<file path="src/gdfs_pkg.sv">
package gdfs_pkg;
   // Register offsets
   localparam logic [7:0] ADDR_SAFETY = 8'h05;
   localparam logic [7:0] ADDR_SCP = 8'h0B;
   localparam logic [7:0] ADDR_IRQ_MSK1 = 8'h12;
   localparam logic [7:0] ADDR_IRQ_STAT1 = 8'h13;
   localparam logic [7:0] ADDR_IRQ_MSK2 = 8'h14;
   localparam logic [7:0] ADDR_IRQ_STAT2 = 8'h15;
   localparam logic [7:0] ADDR_OC_THR = 8'h16;
   localparam logic [7:0] ADDR_AMON = 8'h17;
   localparam logic [7:0] ADDR_OC_DEB = 8'h1D;
   localparam logic [7:0] ADDR_CAL = 8'h30;
   localparam logic [7:0] ADDR_TRIM = 8'h31;
   // Reset values
   localparam logic [7:0] RST_SAFETY = 8'h1E;
   localparam logic [1:0] RST_SCP = 2'h0;
   localparam logic [7:0] RST_IRQ = 8'h00;
   localparam logic [5:0] RST_OC_THR = 6'h00;
   localparam logic [7:0] RST_AMON = 8'h80;
   localparam logic [7:0] RST_OC_DEB = 8'h00;
   localparam logic RST_CAL = 1'b0;
   localparam logic [7:0] RST_TRIM = 8'hA4;
   // Writable bit masks
   localparam logic [7:0] MASK_SAFETY = 8'h3F;
   localparam logic [7:0] MASK_AMON = 8'h9F;
   localparam logic [7:0] MASK_OC_DEB = 8'h77;
   localparam logic [7:0] MASK_STAT2 = 8'h8F;
   // Field positions
   localparam int SAF_GATE_UV_LOW = 5;
   localparam int SAF_OC_ON = 4;
   localparam int SAF_VBAT_OV_ON = 3;
   localparam int SAF_GATE_ON = 2;
   localparam int SAF_SUPPLY_OFF = 1;
   localparam int SAF_SHUTDOWN_ON = 0;
   localparam int AMON_BUF_EN = 7;
   localparam int DEB_DIAG_LSB = 4;
   localparam int STAT1_OT = 7;
   localparam int STAT1_OC = 6;
   localparam int STAT2_OC_DIAG = 7;
   localparam int STAT2_VBAT_OV = 3;
   localparam int STAT2_VG_OV = 2;
   localparam int STAT2_VG_UV = 1;
   localparam int STAT2_VCC_UV = 0;
   // Monitor source code range, and the ground code
   localparam logic [3:0] AMON_FIRST_SRC = 4'h2;
   localparam logic [3:0] AMON_LAST_SRC = 4'hA;
   localparam logic [3:0] AMON_GROUND = 4'h0;
   // Timing
   localparam int OC_DEB_SCALE = 4;
   localparam int CLK_PERIOD_PS = 8000;
   localparam int MCU_RST_NS = 1000;
   localparam int MCU_RST_CYC = (MCU_RST_NS * 1000 + CLK_PERIOD_PS - 1) / CLK_PERIOD_PS;
endpackage : gdfs_pkg

</file>
<file path="src/gdfs_debounce.sv">
`timescale 1ns/1ps
module gdfs_debounce #(
   parameter int W = 5
) (
   // Clock and reset
   input wire logic clk_sys,
   input wire logic reset,
   // Level and limit
   input wire logic level,
   input wire logic [W-1:0] limit,
   output logic deb_out
);
   logic [W-1:0] cnt_r;
   logic out_r;

   // Any low cycle restarts the count, so only a steady level passes
   always_ff @(posedge clk_sys) begin
      if (reset || !level) begin
         cnt_r <= '0;
         out_r <= 1'b0;
      end else if (cnt_r >= limit) begin
         out_r <= 1'b1;
      end else begin
         cnt_r <= cnt_r + 1'b1;
      end
   end

   assign deb_out = out_r;
endmodule : gdfs_debounce

</file>
<file path="src/gdfs_supervisor.sv">
`timescale 1ns/1ps
// Overview of operation
// - Reaction code 1: after a short circuit all drivers stay off until flag cleared.
// - Reaction code 2: one retry, next short circuit holds drivers off until cleared.
// - Reaction code 3: two retries, then drivers held off until flags cleared.
// - Calibration bit, reset 0, selects calibration mode when 1.
// - In calibration both amplifier inputs are grounded; measurement unavailable.
// - Eight-bit offset trim, reset 0xA4, drives amplifier offset directly.
// - Four-bit monitor select; codes 2 to 10 are sources, others ground.
// - Monitor select bit 7, reset 1, enables output buffer; bits 6 and 5 reserved.
// - Battery over-voltage with its enable forces high sides off until it ends.
// - Gate-supply under or over-voltage with enable forces all FETs off.
// - Logic-supply low or watchdog: FETs off, controller and registers reset.
// - Fault register resets keep status, wake, reset-source and chip control.
// - Debounced over-current with enable: FETs off until current low and flag cleared.
// - Over-temperature reaction per two-bit code: off, regulators off, sleep.
// - Watchdog events react only when watchdog control bit 1 is set.
// - Supply-off bit ignored while shutdown-on-overtemperature is 1.
// - Gate under-voltage threshold select bit, reset 0, picks 6V setting.
// - Six-bit over-current threshold, reset 0, sets comparator level.
// - Over-current debounce lasts four times the field plus zero or one cycles.
// - Diagnostic debounce lasts the diagnostic field plus zero or one cycles.
// - Flags set on failure, cleared by writing 1 only once failure is over.
// - Flags are set even when the failure reaction is disabled.
module gdfs_supervisor
   import gdfs_pkg::*;
#(
   parameter int MCU_RST_CYCLES = MCU_RST_CYC
) (
   // Clock and reset
   input wire logic clk_sys,
   input wire logic reset,
   // Register port
   input wire logic [7:0] reg_addr,
   input wire logic [7:0] reg_wdata,
   input wire logic reg_wr,
   input wire logic reg_rd,
   output logic [7:0] reg_rdata,
   // Analog comparators, asynchronous
   input wire logic oc_cmp,
   input wire logic battery_ov_cmp,
   input wire logic gate_uv_cmp,
   input wire logic gate_ov_cmp,
   input wire logic logic_uv_cmp,
   input wire logic overtemp_cmp,
   // Same-clock events
   input wire logic [5:0] sc_detect,
   input wire logic wd_event,
   input wire logic wd_react_en,
   // Driver and system control
   output logic hs_off,
   output logic ls_off,
   output logic mcu_reset,
   output logic regulators_off,
   output logic bus_disable,
   output logic sleep_req,
   output logic fault_irq_n,
   // Analog configuration
   output logic amp_cal_select,
   output logic amp_inputs_gnd,
   output logic [7:0] amp_offset_trim,
   output logic [3:0] analog_monitor_select,
   output logic analog_monitor_pin_buf_en,
   output logic gate_uv_low_threshold,
   output logic [5:0] overcurrent_threshold,
   // Debounced comparator levels
   output logic oc_fault,
   output logic oc_diag
);
   logic [5:0] cmp_meta_r, cmp_sync_r;
   logic oc_s, vbat_s, vg_uv_s, vg_ov_s, vcc_uv_s, ot_s;
   logic [7:0] safety_r, msk1_r, msk2_r, amon_r, oc_deb_r, trim_r, stat1_r, stat2_r;
   logic [1:0] scp_r, sc_cnt_r;
   logic [5:0] oc_thr_r;
   logic cal_r, oc_latch_r, fault_rst_r, cfg_rst;
   logic hs_off_r, ls_off_r, mcu_reset_r, reg_off_r, bus_dis_r, sleep_r, irq_n_r;
   logic [3:0] amon_eff_r;
   logic [7:0] rdata_r, clr1, clr2, set1, set2;
   logic [7:0] wd_cnt_r;
   logic [4:0] oc_lim;
   logic sc_hold, gate_block, wd_hit, wd_busy, ot_rst, all_off, fault_now;

   // Two flops before any logic sees a comparator
   always_ff @(posedge clk_sys) begin
      if (reset) begin
         cmp_meta_r <= 6'h00;
         cmp_sync_r <= 6'h00;
      end else begin
         cmp_meta_r <= {overtemp_cmp, logic_uv_cmp, gate_ov_cmp, gate_uv_cmp,
                        battery_ov_cmp, oc_cmp};
         cmp_sync_r <= cmp_meta_r;
      end
   end
   assign oc_s = cmp_sync_r[0];
   assign vbat_s = cmp_sync_r[1];
   assign vg_uv_s = cmp_sync_r[2];
   assign vg_ov_s = cmp_sync_r[3];
   assign vcc_uv_s = cmp_sync_r[4];
   assign ot_s = cmp_sync_r[5];

   // Over-current debouncers
   assign oc_lim = 5'(oc_deb_r[2:0] * OC_DEB_SCALE);
   gdfs_debounce #(.W(5)) u_oc_deb (
      .clk_sys(clk_sys),
      .reset(cfg_rst),
      .level(oc_s),
      .limit(oc_lim),
      .deb_out(oc_fault)
   );
   gdfs_debounce #(.W(3)) u_oc_diag_deb (
      .clk_sys(clk_sys),
      .reset(cfg_rst),
      .level(oc_s),
      .limit(oc_deb_r[DEB_DIAG_LSB+:3]),
      .deb_out(oc_diag)
   );

   // Fault reactions
   assign wd_hit = wd_event && wd_react_en;
   assign wd_busy = wd_cnt_r != 8'h00;
   assign ot_rst = ot_s && (safety_r[1:0] != 2'h0);
   assign fault_now = vcc_uv_s || ot_rst || wd_hit || wd_busy;
   assign sc_hold = (scp_r != 2'h0) && (sc_cnt_r >= scp_r) && (stat1_r[5:0] != 6'h00);
   assign gate_block = safety_r[SAF_GATE_ON] && (vg_uv_s || vg_ov_s);
   assign all_off = sc_hold || gate_block || fault_now || oc_latch_r || ot_s;
   // Internal registers reset on faults; status flags do not
   assign cfg_rst = reset || fault_rst_r;

   // Controller reset stretch keeps it held long enough to take effect
   always_ff @(posedge clk_sys) begin
      if (reset) begin
         wd_cnt_r <= 8'h00;
      end else if (wd_hit) begin
         wd_cnt_r <= 8'(MCU_RST_CYCLES);
      end else if (wd_busy) begin
         wd_cnt_r <= wd_cnt_r - 8'h01;
      end
   end

   always_ff @(posedge clk_sys) begin
      if (reset) begin
         hs_off_r <= 1'b1;
         ls_off_r <= 1'b1;
         mcu_reset_r <= 1'b0;
         fault_rst_r <= 1'b0;
         reg_off_r <= 1'b0;
         bus_dis_r <= 1'b0;
         sleep_r <= 1'b0;
      end else begin
         hs_off_r <= all_off || (safety_r[SAF_VBAT_OV_ON] && vbat_s);
         ls_off_r <= all_off;
         mcu_reset_r <= fault_now;
         fault_rst_r <= fault_now;
         reg_off_r <= ot_rst;
         bus_dis_r <= ot_s;
         sleep_r <= ot_s && safety_r[SAF_SHUTDOWN_ON];
      end
   end

   // Short-circuit retry count
   always_ff @(posedge clk_sys) begin
      if (cfg_rst) begin
         sc_cnt_r <= 2'h0;
      end else if (|sc_detect) begin
         if (scp_r != 2'h0 && sc_cnt_r < scp_r) begin
            sc_cnt_r <= sc_cnt_r + 2'h1;
         end
      end else if (stat1_r[5:0] == 6'h00) begin
         sc_cnt_r <= 2'h0;
      end
   end

   // Over-current latch: needs the current low and the flag gone
   always_ff @(posedge clk_sys) begin
      if (cfg_rst) begin
         oc_latch_r <= 1'b0;
      end else if (oc_fault && safety_r[SAF_OC_ON]) begin
         oc_latch_r <= 1'b1;
      end else if (!oc_s && !stat1_r[STAT1_OC]) begin
         oc_latch_r <= 1'b0;
      end
   end

   // Status flags; set wins over a clear in the same cycle
   always_comb begin
      set1 = {ot_s, oc_fault, sc_detect};
      set2 = {oc_diag, 3'h0, vbat_s, vg_ov_s, vg_uv_s, vcc_uv_s};
      clr1 = 8'h00;
      clr2 = 8'h00;
      if (reg_wr && reg_addr == ADDR_IRQ_STAT1) begin
         clr1 = reg_wdata & ~{ot_s, oc_s, 6'h00};
      end
      if (reg_wr && reg_addr == ADDR_IRQ_STAT2) begin
         clr2 = reg_wdata & ~set2;
      end
   end

   always_ff @(posedge clk_sys) begin
      if (reset) begin
         stat1_r <= RST_IRQ;
         stat2_r <= RST_IRQ;
      end else begin
         stat1_r <= (stat1_r & ~clr1) | set1;
         stat2_r <= ((stat2_r & ~clr2) | set2) & MASK_STAT2;
      end
   end

   always_ff @(posedge clk_sys) begin
      if (reset) begin
         irq_n_r <= 1'b1;
      end else begin
         irq_n_r <= !(|((stat1_r & msk1_r) | (stat2_r & msk2_r)));
      end
   end

   // Configuration registers
   always_ff @(posedge clk_sys) begin
      if (cfg_rst) begin
         safety_r <= RST_SAFETY;
         scp_r <= RST_SCP;
         msk1_r <= RST_IRQ;
         msk2_r <= RST_IRQ;
         oc_thr_r <= RST_OC_THR;
         amon_r <= RST_AMON;
         oc_deb_r <= RST_OC_DEB;
         cal_r <= RST_CAL;
         trim_r <= RST_TRIM;
      end else if (reg_wr) begin
         unique case (reg_addr)
            ADDR_SAFETY: safety_r <= reg_wdata & MASK_SAFETY;
            ADDR_SCP: scp_r <= reg_wdata[1:0];
            ADDR_IRQ_MSK1: msk1_r <= reg_wdata;
            ADDR_IRQ_MSK2: msk2_r <= reg_wdata & MASK_STAT2;
            ADDR_OC_THR: oc_thr_r <= reg_wdata[5:0];
            ADDR_AMON: amon_r <= reg_wdata & MASK_AMON;
            ADDR_OC_DEB: oc_deb_r <= reg_wdata & MASK_OC_DEB;
            ADDR_CAL: cal_r <= reg_wdata[0];
            ADDR_TRIM: trim_r <= reg_wdata;
            default: ;
         endcase
      end
   end

   // Ground codes collapse to one so the switch never sees an odd source
   always_ff @(posedge clk_sys) begin
      if (reset) begin
         amon_eff_r <= AMON_GROUND;
      end else if (amon_r[3:0] >= AMON_FIRST_SRC && amon_r[3:0] <= AMON_LAST_SRC) begin
         amon_eff_r <= amon_r[3:0];
      end else begin
         amon_eff_r <= AMON_GROUND;
      end
   end

   // Read data
   always_ff @(posedge clk_sys) begin
      if (reset) begin
         rdata_r <= 8'h00;
      end else if (reg_rd) begin
         unique case (reg_addr)
            ADDR_SAFETY: rdata_r <= safety_r;
            ADDR_SCP: rdata_r <= {6'h00, scp_r};
            ADDR_IRQ_MSK1: rdata_r <= msk1_r;
            ADDR_IRQ_STAT1: rdata_r <= stat1_r;
            ADDR_IRQ_MSK2: rdata_r <= msk2_r;
            ADDR_IRQ_STAT2: rdata_r <= stat2_r;
            ADDR_OC_THR: rdata_r <= {2'h0, oc_thr_r};
            ADDR_AMON: rdata_r <= amon_r;
            ADDR_OC_DEB: rdata_r <= oc_deb_r;
            ADDR_CAL: rdata_r <= {7'h00, cal_r};
            ADDR_TRIM: rdata_r <= trim_r;
            default: rdata_r <= 8'h00;
         endcase
      end
   end

   assign reg_rdata = rdata_r;
   assign hs_off = hs_off_r;
   assign ls_off = ls_off_r;
   assign mcu_reset = mcu_reset_r;
   assign regulators_off = reg_off_r;
   assign bus_disable = bus_dis_r;
   assign sleep_req = sleep_r;
   assign fault_irq_n = irq_n_r;
   assign amp_cal_select = cal_r;
   assign amp_inputs_gnd = cal_r;
   assign amp_offset_trim = trim_r;
   assign analog_monitor_select = amon_eff_r;
   assign analog_monitor_pin_buf_en = amon_r[AMON_BUF_EN];
   assign gate_uv_low_threshold = safety_r[SAF_GATE_UV_LOW];
   assign overcurrent_threshold = oc_thr_r;

   logic quiet;
   logic [5:0] oc_run_r;
   assign quiet = !reg_wr && !fault_rst_r && !fault_now;
   always_ff @(posedge clk_sys) begin
      if (reset || !oc_s) begin
         oc_run_r <= 6'h00;
      end else if (oc_run_r != 6'h3F) begin
         oc_run_r <= oc_run_r + 6'h01;
      end
   end
endmodule : gdfs_supervisor

</file>
<file path="config.mk">
export PLATFORM = sky130hd
export DESIGN_NAME = gdfs_supervisor
export DESIGN_NICKNAME = d
export VERILOG_FILES = /design/src/gdfs_pkg.sv /design/src/gdfs_debounce.sv /design/src/gdfs_supervisor.sv
export SDC_FILE = /design/constraint.sdc
export NUM_CORES = 1
export LEC_CHECK = 0
export BUFFER_PORTS_ARGS = -buffer_cell sky130_fd_sc_hd__buf_2
export CAP_MARGIN = 20
export CORE_ASPECT_RATIO = 1.4
export CORE_MARGIN = 5
export CORE_UTILIZATION = 52
export CTS_CLUSTER_SIZE = 12
export DETAILED_ROUTE_END_ITERATION = 8
export GPL_ROUTABILITY_DRIVEN = 0
export PLACE_DENSITY = 0.84
export SYNTH_ARGS = -nofsm -noshare
export SYNTH_HDL_FRONTEND = slang
export SYNTH_SLANG_ARGS = --single-unit
</file>
<file path="constraint.sdc">
create_clock -name clk_sys -period 1.8 [get_ports clk_sys]
set_input_delay 0.18 -clock clk_sys [delete_from_list [all_inputs] [get_ports clk_sys]]
set_output_delay 0.18 -clock clk_sys [all_outputs]
set_load 0.005 [all_outputs]
</file>
Yosys cells after proc, flatten, opt, wreduce, memory -nomap -nowiden

Index checks and enable logic that the tools add are counted.

Bits in registers: 116
Input port bits: 34
Word-level logic and storage cells: 126
Output and inout port bits: 39

Equal/unequal tests: 12
Bitwise logic cells: 14
Reduce and logical (&&, ||, !) cells: 49
Add/sub/neg operators: 4
Muxes and demuxes: 10
$lt $le $gt $ge: 6

Operator list:

| kind                  | number |
|---|---|
| $pmux W8 S11          | 1 |
| $eq A8 B5 Y1 const B  | 7 |
| $and A8 B8 Y8         | 6 |
| $not A8 Y8            | 4 |
| $or A8 B8 Y8          | 3 |
| $reduce_and A2 Y1     | 10 |
| $eq A8 B6 Y1 const B  | 2 |
| $mux W8               | 2 |
| $mux W7               | 2 |
| $logic_and A1 B1 Y1   | 13 |
| $logic_or A1 B1 Y1    | 11 |
| $reduce_bool A2 Y1    | 5 |
| $eq A8 B3 Y1 const B  | 1 |
| $eq A8 B4 Y1 const B  | 1 |
| $reduce_bool A8 Y1    | 1 |
| $reduce_or A8 Y1      | 1 |
| $sub A8 B1 Y8 const B | 1 |
| $logic_not A6 Y1      | 1 |
| $mux W2               | 3 |
| $reduce_bool A6 Y1    | 1 |
| $reduce_or A6 Y1      | 1 |
| $add A5 B1 Y5 const B | 1 |
| $ge A5 B5 Y1          | 1 |
| $ge A4 B2 Y1 const B  | 1 |
| other kinds (11)      | 15 |

Depth between registers and ports, before layout

Depth in word-level cells: 9
Mapped depth: 8
Depth with buffers taken out: 7

Modules after synthesis

Synthesis repeated with hierarchy kept, for this count alone.

Cell total of the unflattened synthesis: 587
Area, all modules: 5149.9 µm²

By module, submodules not included:

| module                        | area an instance (µm²) | instances | seq. area each (µm²) | cells an instance |
|---|---|---|---|---|
| gdfs_supervisor               | 4490.6                 | 1         | 2062.0               | 513 |
| gdfs_debounce (u_oc_deb)      | 422.9                  | 1         | 120.1                | 49 |
| gdfs_debounce (u_oc_diag_deb) | 236.5                  | 1         | 80.1                 | 25 |

Least setup slack after synthesis

OpenSTA, ideal clock, no wires.

Kind: flip-flop to flip-flop
Start point: register u_oc_deb.cnt_r[2]
End point: register u_oc_deb.cnt_r[3]
Data required time: 1672 ps
Clock period less this slack: 1810 ps
Path buffers: 0
Library setup time: 128 ps
Path slack: -10 ps
Cell stages (with the launch flop): 8
Arrival time: 1683 ps
Path through: dfxtp_1 inv_1 ha_1 a21bo_2 a21o_1 a2111oi_0 xnor2_1 nor2_1

Cells in the longest elaborated chain, start to end: 1
Elaborated cells on any way between the ends: 2
Those cells by class: 1 x add/sub; 1 x order compare

RTL lines:

| item                                          | RTL line                                 | RTL |
|---|---|---|
| start: declaration                            | gdfs_debounce.sv:13                      | `logic [W-1:0] cnt_r;` |
| start signal: assignment                      | gdfs_debounce.sv:24                      | `cnt_r <= cnt_r + 1'b1;` |
| $add A5 B1 Y5 or $ge A5 B5 Y1 (tied branches) | gdfs_debounce.sv:24, gdfs_debounce.sv:21 |  |

Several ways; a longest one is shown, not always the timed one.
A chain may end at the register's enable or synchronous reset.

Worst setup path in the final report

Start point: register scp_r[1]
End point: register sc_cnt_r[1]

Cells in the longest elaborated chain, start to end: 4
Elaborated cells on any way between the ends: 5
Those cells by class: 1 x order compare; 1 x eq/ne; 3 x reduce/logical

RTL lines:

| item                                               | RTL line               | RTL |
|---|---|---|
| start: declaration                                 | gdfs_supervisor.sv:73  | `logic [1:0] scp_r, sc_cnt_r;` |
| start signal: assignment                           | gdfs_supervisor.sv:231 | `ADDR_SCP: scp_r <= reg_wdata[1:0];` |
| $lt A2 B2 Y1 or $reduce_bool A2 Y1 (tied branches) | gdfs_supervisor.sv:165 | `if (scp_r != 2'h0 && sc_cnt_r < scp_r) begin` |
| $logic_and A1 B1 Y1 *                              | gdfs_supervisor.sv:165 |  |
| $ne A2 B1 Y1 (no source line) *                    | --                     |  |
| $reduce_and A2 Y1 (no source line) *               | --                     |  |
| end signal: assignment                             | gdfs_supervisor.sv:166 | `sc_cnt_r <= sc_cnt_r + 2'h1;` |
| end: declaration                                   | gdfs_supervisor.sv:73  |  |

Every way passes the cells marked *; elsewhere a longest branch is shown, timed or not.

==> metrics.md <==
| Metric | Value |
|---|---|
| Status | `completed` |
| Max-cap violations | `0` |
| Number of global-route vias before repair | `4916` |
| Die W | `94.1 um` |
| HPWL Detailed | `11200 um` |
| CTS root buf | `clkbuf_16` |
| Worst-margin pin slew | `805 ps` |
| Register area share after synthesis | `0.439` |
| Setup tns final | `0 ps` |
| Startpoint types | `register` |
| Power Total | `6.95 mW` |
| Worst-Skew Late Latency | `410 ps` |
| Setup violators final | `0` |
| Row count | `43` |
| Antenna viol nets, final | `0` |
| Worst Reg-to-Reg Cells | `5` |
| Nets | `730` |
| Met3 GRT Util | `0.0705` |
| Critical Path Start | `scp_r[1]$_SDFFE_PP0P_` |
| First-pass DRT Iterations | `8` |
| Async SR Flop Fraction | `0` |
| Most common cell after layout, fill and taps aside | `dfxtp_1` |
| Worst R2R Start | `scp_r[1]$_SDFFE_PP0P_` |
| RSZ-0062 raised after global routing | `false` |
| CTS tree | `done` |
| CTS clk-pin slew, worst paths | `50 ps` |
| Share of cells above drive strength 1 | `0.246` |
| I/O Buffers | `72` |
| Via density | `6.05` |
| Cell Area, Synth | `5150 um2` |
| Synth Area per Inst | `8.96 um2` |
| GRT busiest layer | `met2` |
| Gr ovfl total | `0` |
| Req. time, crit path | `2130 ps` |
| Boundary Pins | `73` |
| Slew margin rel. | `0.463` |
| Kind of critical path | `reg -> reg` |
| Routing usage on met2 | `0.458` |
| Die height | `128 um` |
| Final hold vios | `0` |
| Total core area | `9790 um2` |
| Final worst-path cycle share | `0.966` |
| Post-synth EDFFs | `0` |
| Sw frac | `0.237` |
| Die area | `12000 um2` |
| Share of power burned in registers | `0.387` |
| Via count | `5021` |
| Area added between synthesis and finish | `29.3%` |
| Most frequent cells in the layout | `dfxtp_1, nor2_1, buf_2, mux2i_1, nand2_1` |
| Sw power | `1.65 mW` |
| Final std cells w/o fill | `830` |
| Util after Layout | `0.680` |
| Worst R2R Setup Slack | `60 ps` |
| Clock power share | `0.523` |
| Clk_skew | `9.07 ps` |
| Ant diodes | `0` |
| Maximum vdd drop | `0.712 mV` |
| Clock Sinks | `113` |
| Cts bufs inserted | `17` |
| WL final | `16000 um` |
| Tot GR Track Use | `0.275` |
| First DRT Iteration DRCs | `605` |
| Initial antenna violation count | `0` |
| Hold Crit Class | `in -> reg` |
| Critical R2R Capture | `sc_cnt_r[1]$_SDFFE_PP0P_` |
| Mapped Nets | `622` |
| Internal Power | `5.31 mW` |
| Initial core utilization | `0.526` |
| Pre-CTS setup slack | `-139 ps` |
| DRC viols | `0` |
| Post-Place Cells | `792` |
| Cells after Synth | `575` |
| CP Max Fanout | `4` |
| Synth warnings | `0` |
| Worst Setup End Kind | `register` |
| H-tree levels | `4` |
| Max Root-Sink Buffers | `2` |
| Cell variety after synth | `64` |
| CP max stage delay | `490 ps` |
| Largest net degree at the start of global routing | `43` |
| FMAX | `0.575 GHz` |
| Top_reg_cell synth | `dfxtp_1` |
| Worst EP arrival | `2070 ps` |
| Pleak | `2.85 nW` |
| Crit path cell chain | `inv_1 -> ha_1 -> a211o_1 -> or4_1 -> a21oi_1` |
| Fin crit period | `1740 ps` |
| Comb pwr share | `0.090` |
| Routed length per instance | `19.3 um` |
| Final WS setup | `61.7 ps` |
| End point of the critical path | `sc_cnt_r[1]$_SDFFE_PP0P_` |
| Number of fill cells | `731` |
| Global-route wire length before repair | `25500 um` |
| GR Util met1 | `0.302` |
| Slowest cell on crit path | `or4_1` |
| P per Cell Area | `1040 nW/um2` |
| Final slew viol count | `0` |
| Synthesis-stage register bit count | `113` |
[state kept, by name, summed over array words and instances (netlist names), 5 cells and up]
signal / flops
stat1_r: 8
cmp_sync_r: 6
msk2_r: 5
stat2_r: 5
reg_rdata: 8
overcurrent_threshold: 6
safety_r: 6
amp_offset_trim: 8
u_oc_deb.cnt_r: 5
oc_deb_r: 6
amon_r: 6
wd_cnt_r: 8
cmp_meta_r: 6
msk1_r: 8
[through the flow]
| step | area (um2) | hold slack (ps) |
|---|---|---|
| after floorplan | 5150 | 271 |
| after global placement | 5860 | 386 |
| after detailed placement | 5860 | 395 |
| after CTS | 6610 | 3.34 |
| after global routing | 6660 | 15.8 |
| final | 6660 | 13.2 |
[what timing repair did]
action                     CTS  global route
hold buffers                 6             0
setup buffers                0             1
setup endpoints to repair    2            11
hold endpoints to repair     6             0
resized for setup            8             8
pin swaps                    2             5
[cell type report]
type                       instances  area [um2]  area share
clock buffer                      17         425      0.0639
clock inverter                    14         214      0.0321
inverter                          18        67.6      0.0101
multi-input combinational        412        2760       0.414
sequential                       113        2260       0.340
tap                              135         169      0.0254
timing repair buffer             121         759       0.114
[how the worst min path moves through the flow]
stage | start | endpoint | cells after the start
after floorplan | reset | bus_disable$_SDFF_PP0_ | 1
after global placement | logic_uv_cmp | cmp_meta_r[4]$_SDFF_PP0_ | 2
after detailed placement | overtemp_cmp | cmp_meta_r[5]$_SDFF_PP0_ | 2
after CTS | sc_detect[5] | stat1_r[5]$_SDFF_PP0_ | 3
after global routing | sc_detect[0] | stat1_r[0]$_SDFF_PP0_ | 3
final | sc_detect[0] | stat1_r[0]$_SDFF_PP0_ | 3
[cell families (layout without fill, tap and decap cells)]
group / count (synthesis) / count (layout) / synth area share
mux: 53 / 53 / 0.103
simple gates: 234 / 234 / 0.231
buf+inv: 50 / 170 / 0.0415
compound gates: 101 / 101 / 0.134
xor+xnor: 11 / 11 / 0.0187
flops: 113 / 113 / 0.439
fa+ha+maj: 13 / 13 / 0.0316
[critical path, delay by kind of cell, from the launching register on]
family | cells | cell delay (ps)
AO/OA/AOI/OAI | 2 | 460
adder cells (fa/ha/maj) | 1 | 310
buffers and inverters | 1 | 60
flip-flops | 1 | 340
AND/OR/NAND/NOR | 1 | 490
[synth_stat cells (7+ instances only)]
cell,instances,area share
inv_1,18,0.013
clkbuf_1,19,0.014
and3_1,7,0.0085
nor2b_1,17,0.021
mux2i_1,51,0.099
nand3_1,21,0.020
a211oi_1,8,0.012
o21ai_0,12,0.012
a22oi_1,7,0.010
nor2_1,88,0.064
dfxtp_1,113,0.44
ha_1,13,0.032
a21oi_1,35,0.034
nand4_1,8,0.0097
nand2_1,42,0.031
xnor2_1,8,0.014
nor3_1,7,0.0068
[power groups by stage]
stage / sequential (mW) / combinational [mW] / clock (mW)
finish: 2.69 / 0.625 / 3.64
global route: 2.70 / 0.687 / 3.79
CTS: 2.68 / 0.603 / 3.65
detailed placement: 2.73 / 0.583 / 0
global placement: 2.72 / 0.560 / 0
floorplan: 2.70 / 0.402 / 0
[routing by layer]
layer,up-vias,wire length [um]
met5,-,0
met2,357,7750
li1,2255,-
met4,0,1140
met3,102,1480
met1,2307,5660
No activity file was read; power rests on OpenSTA's default activity.
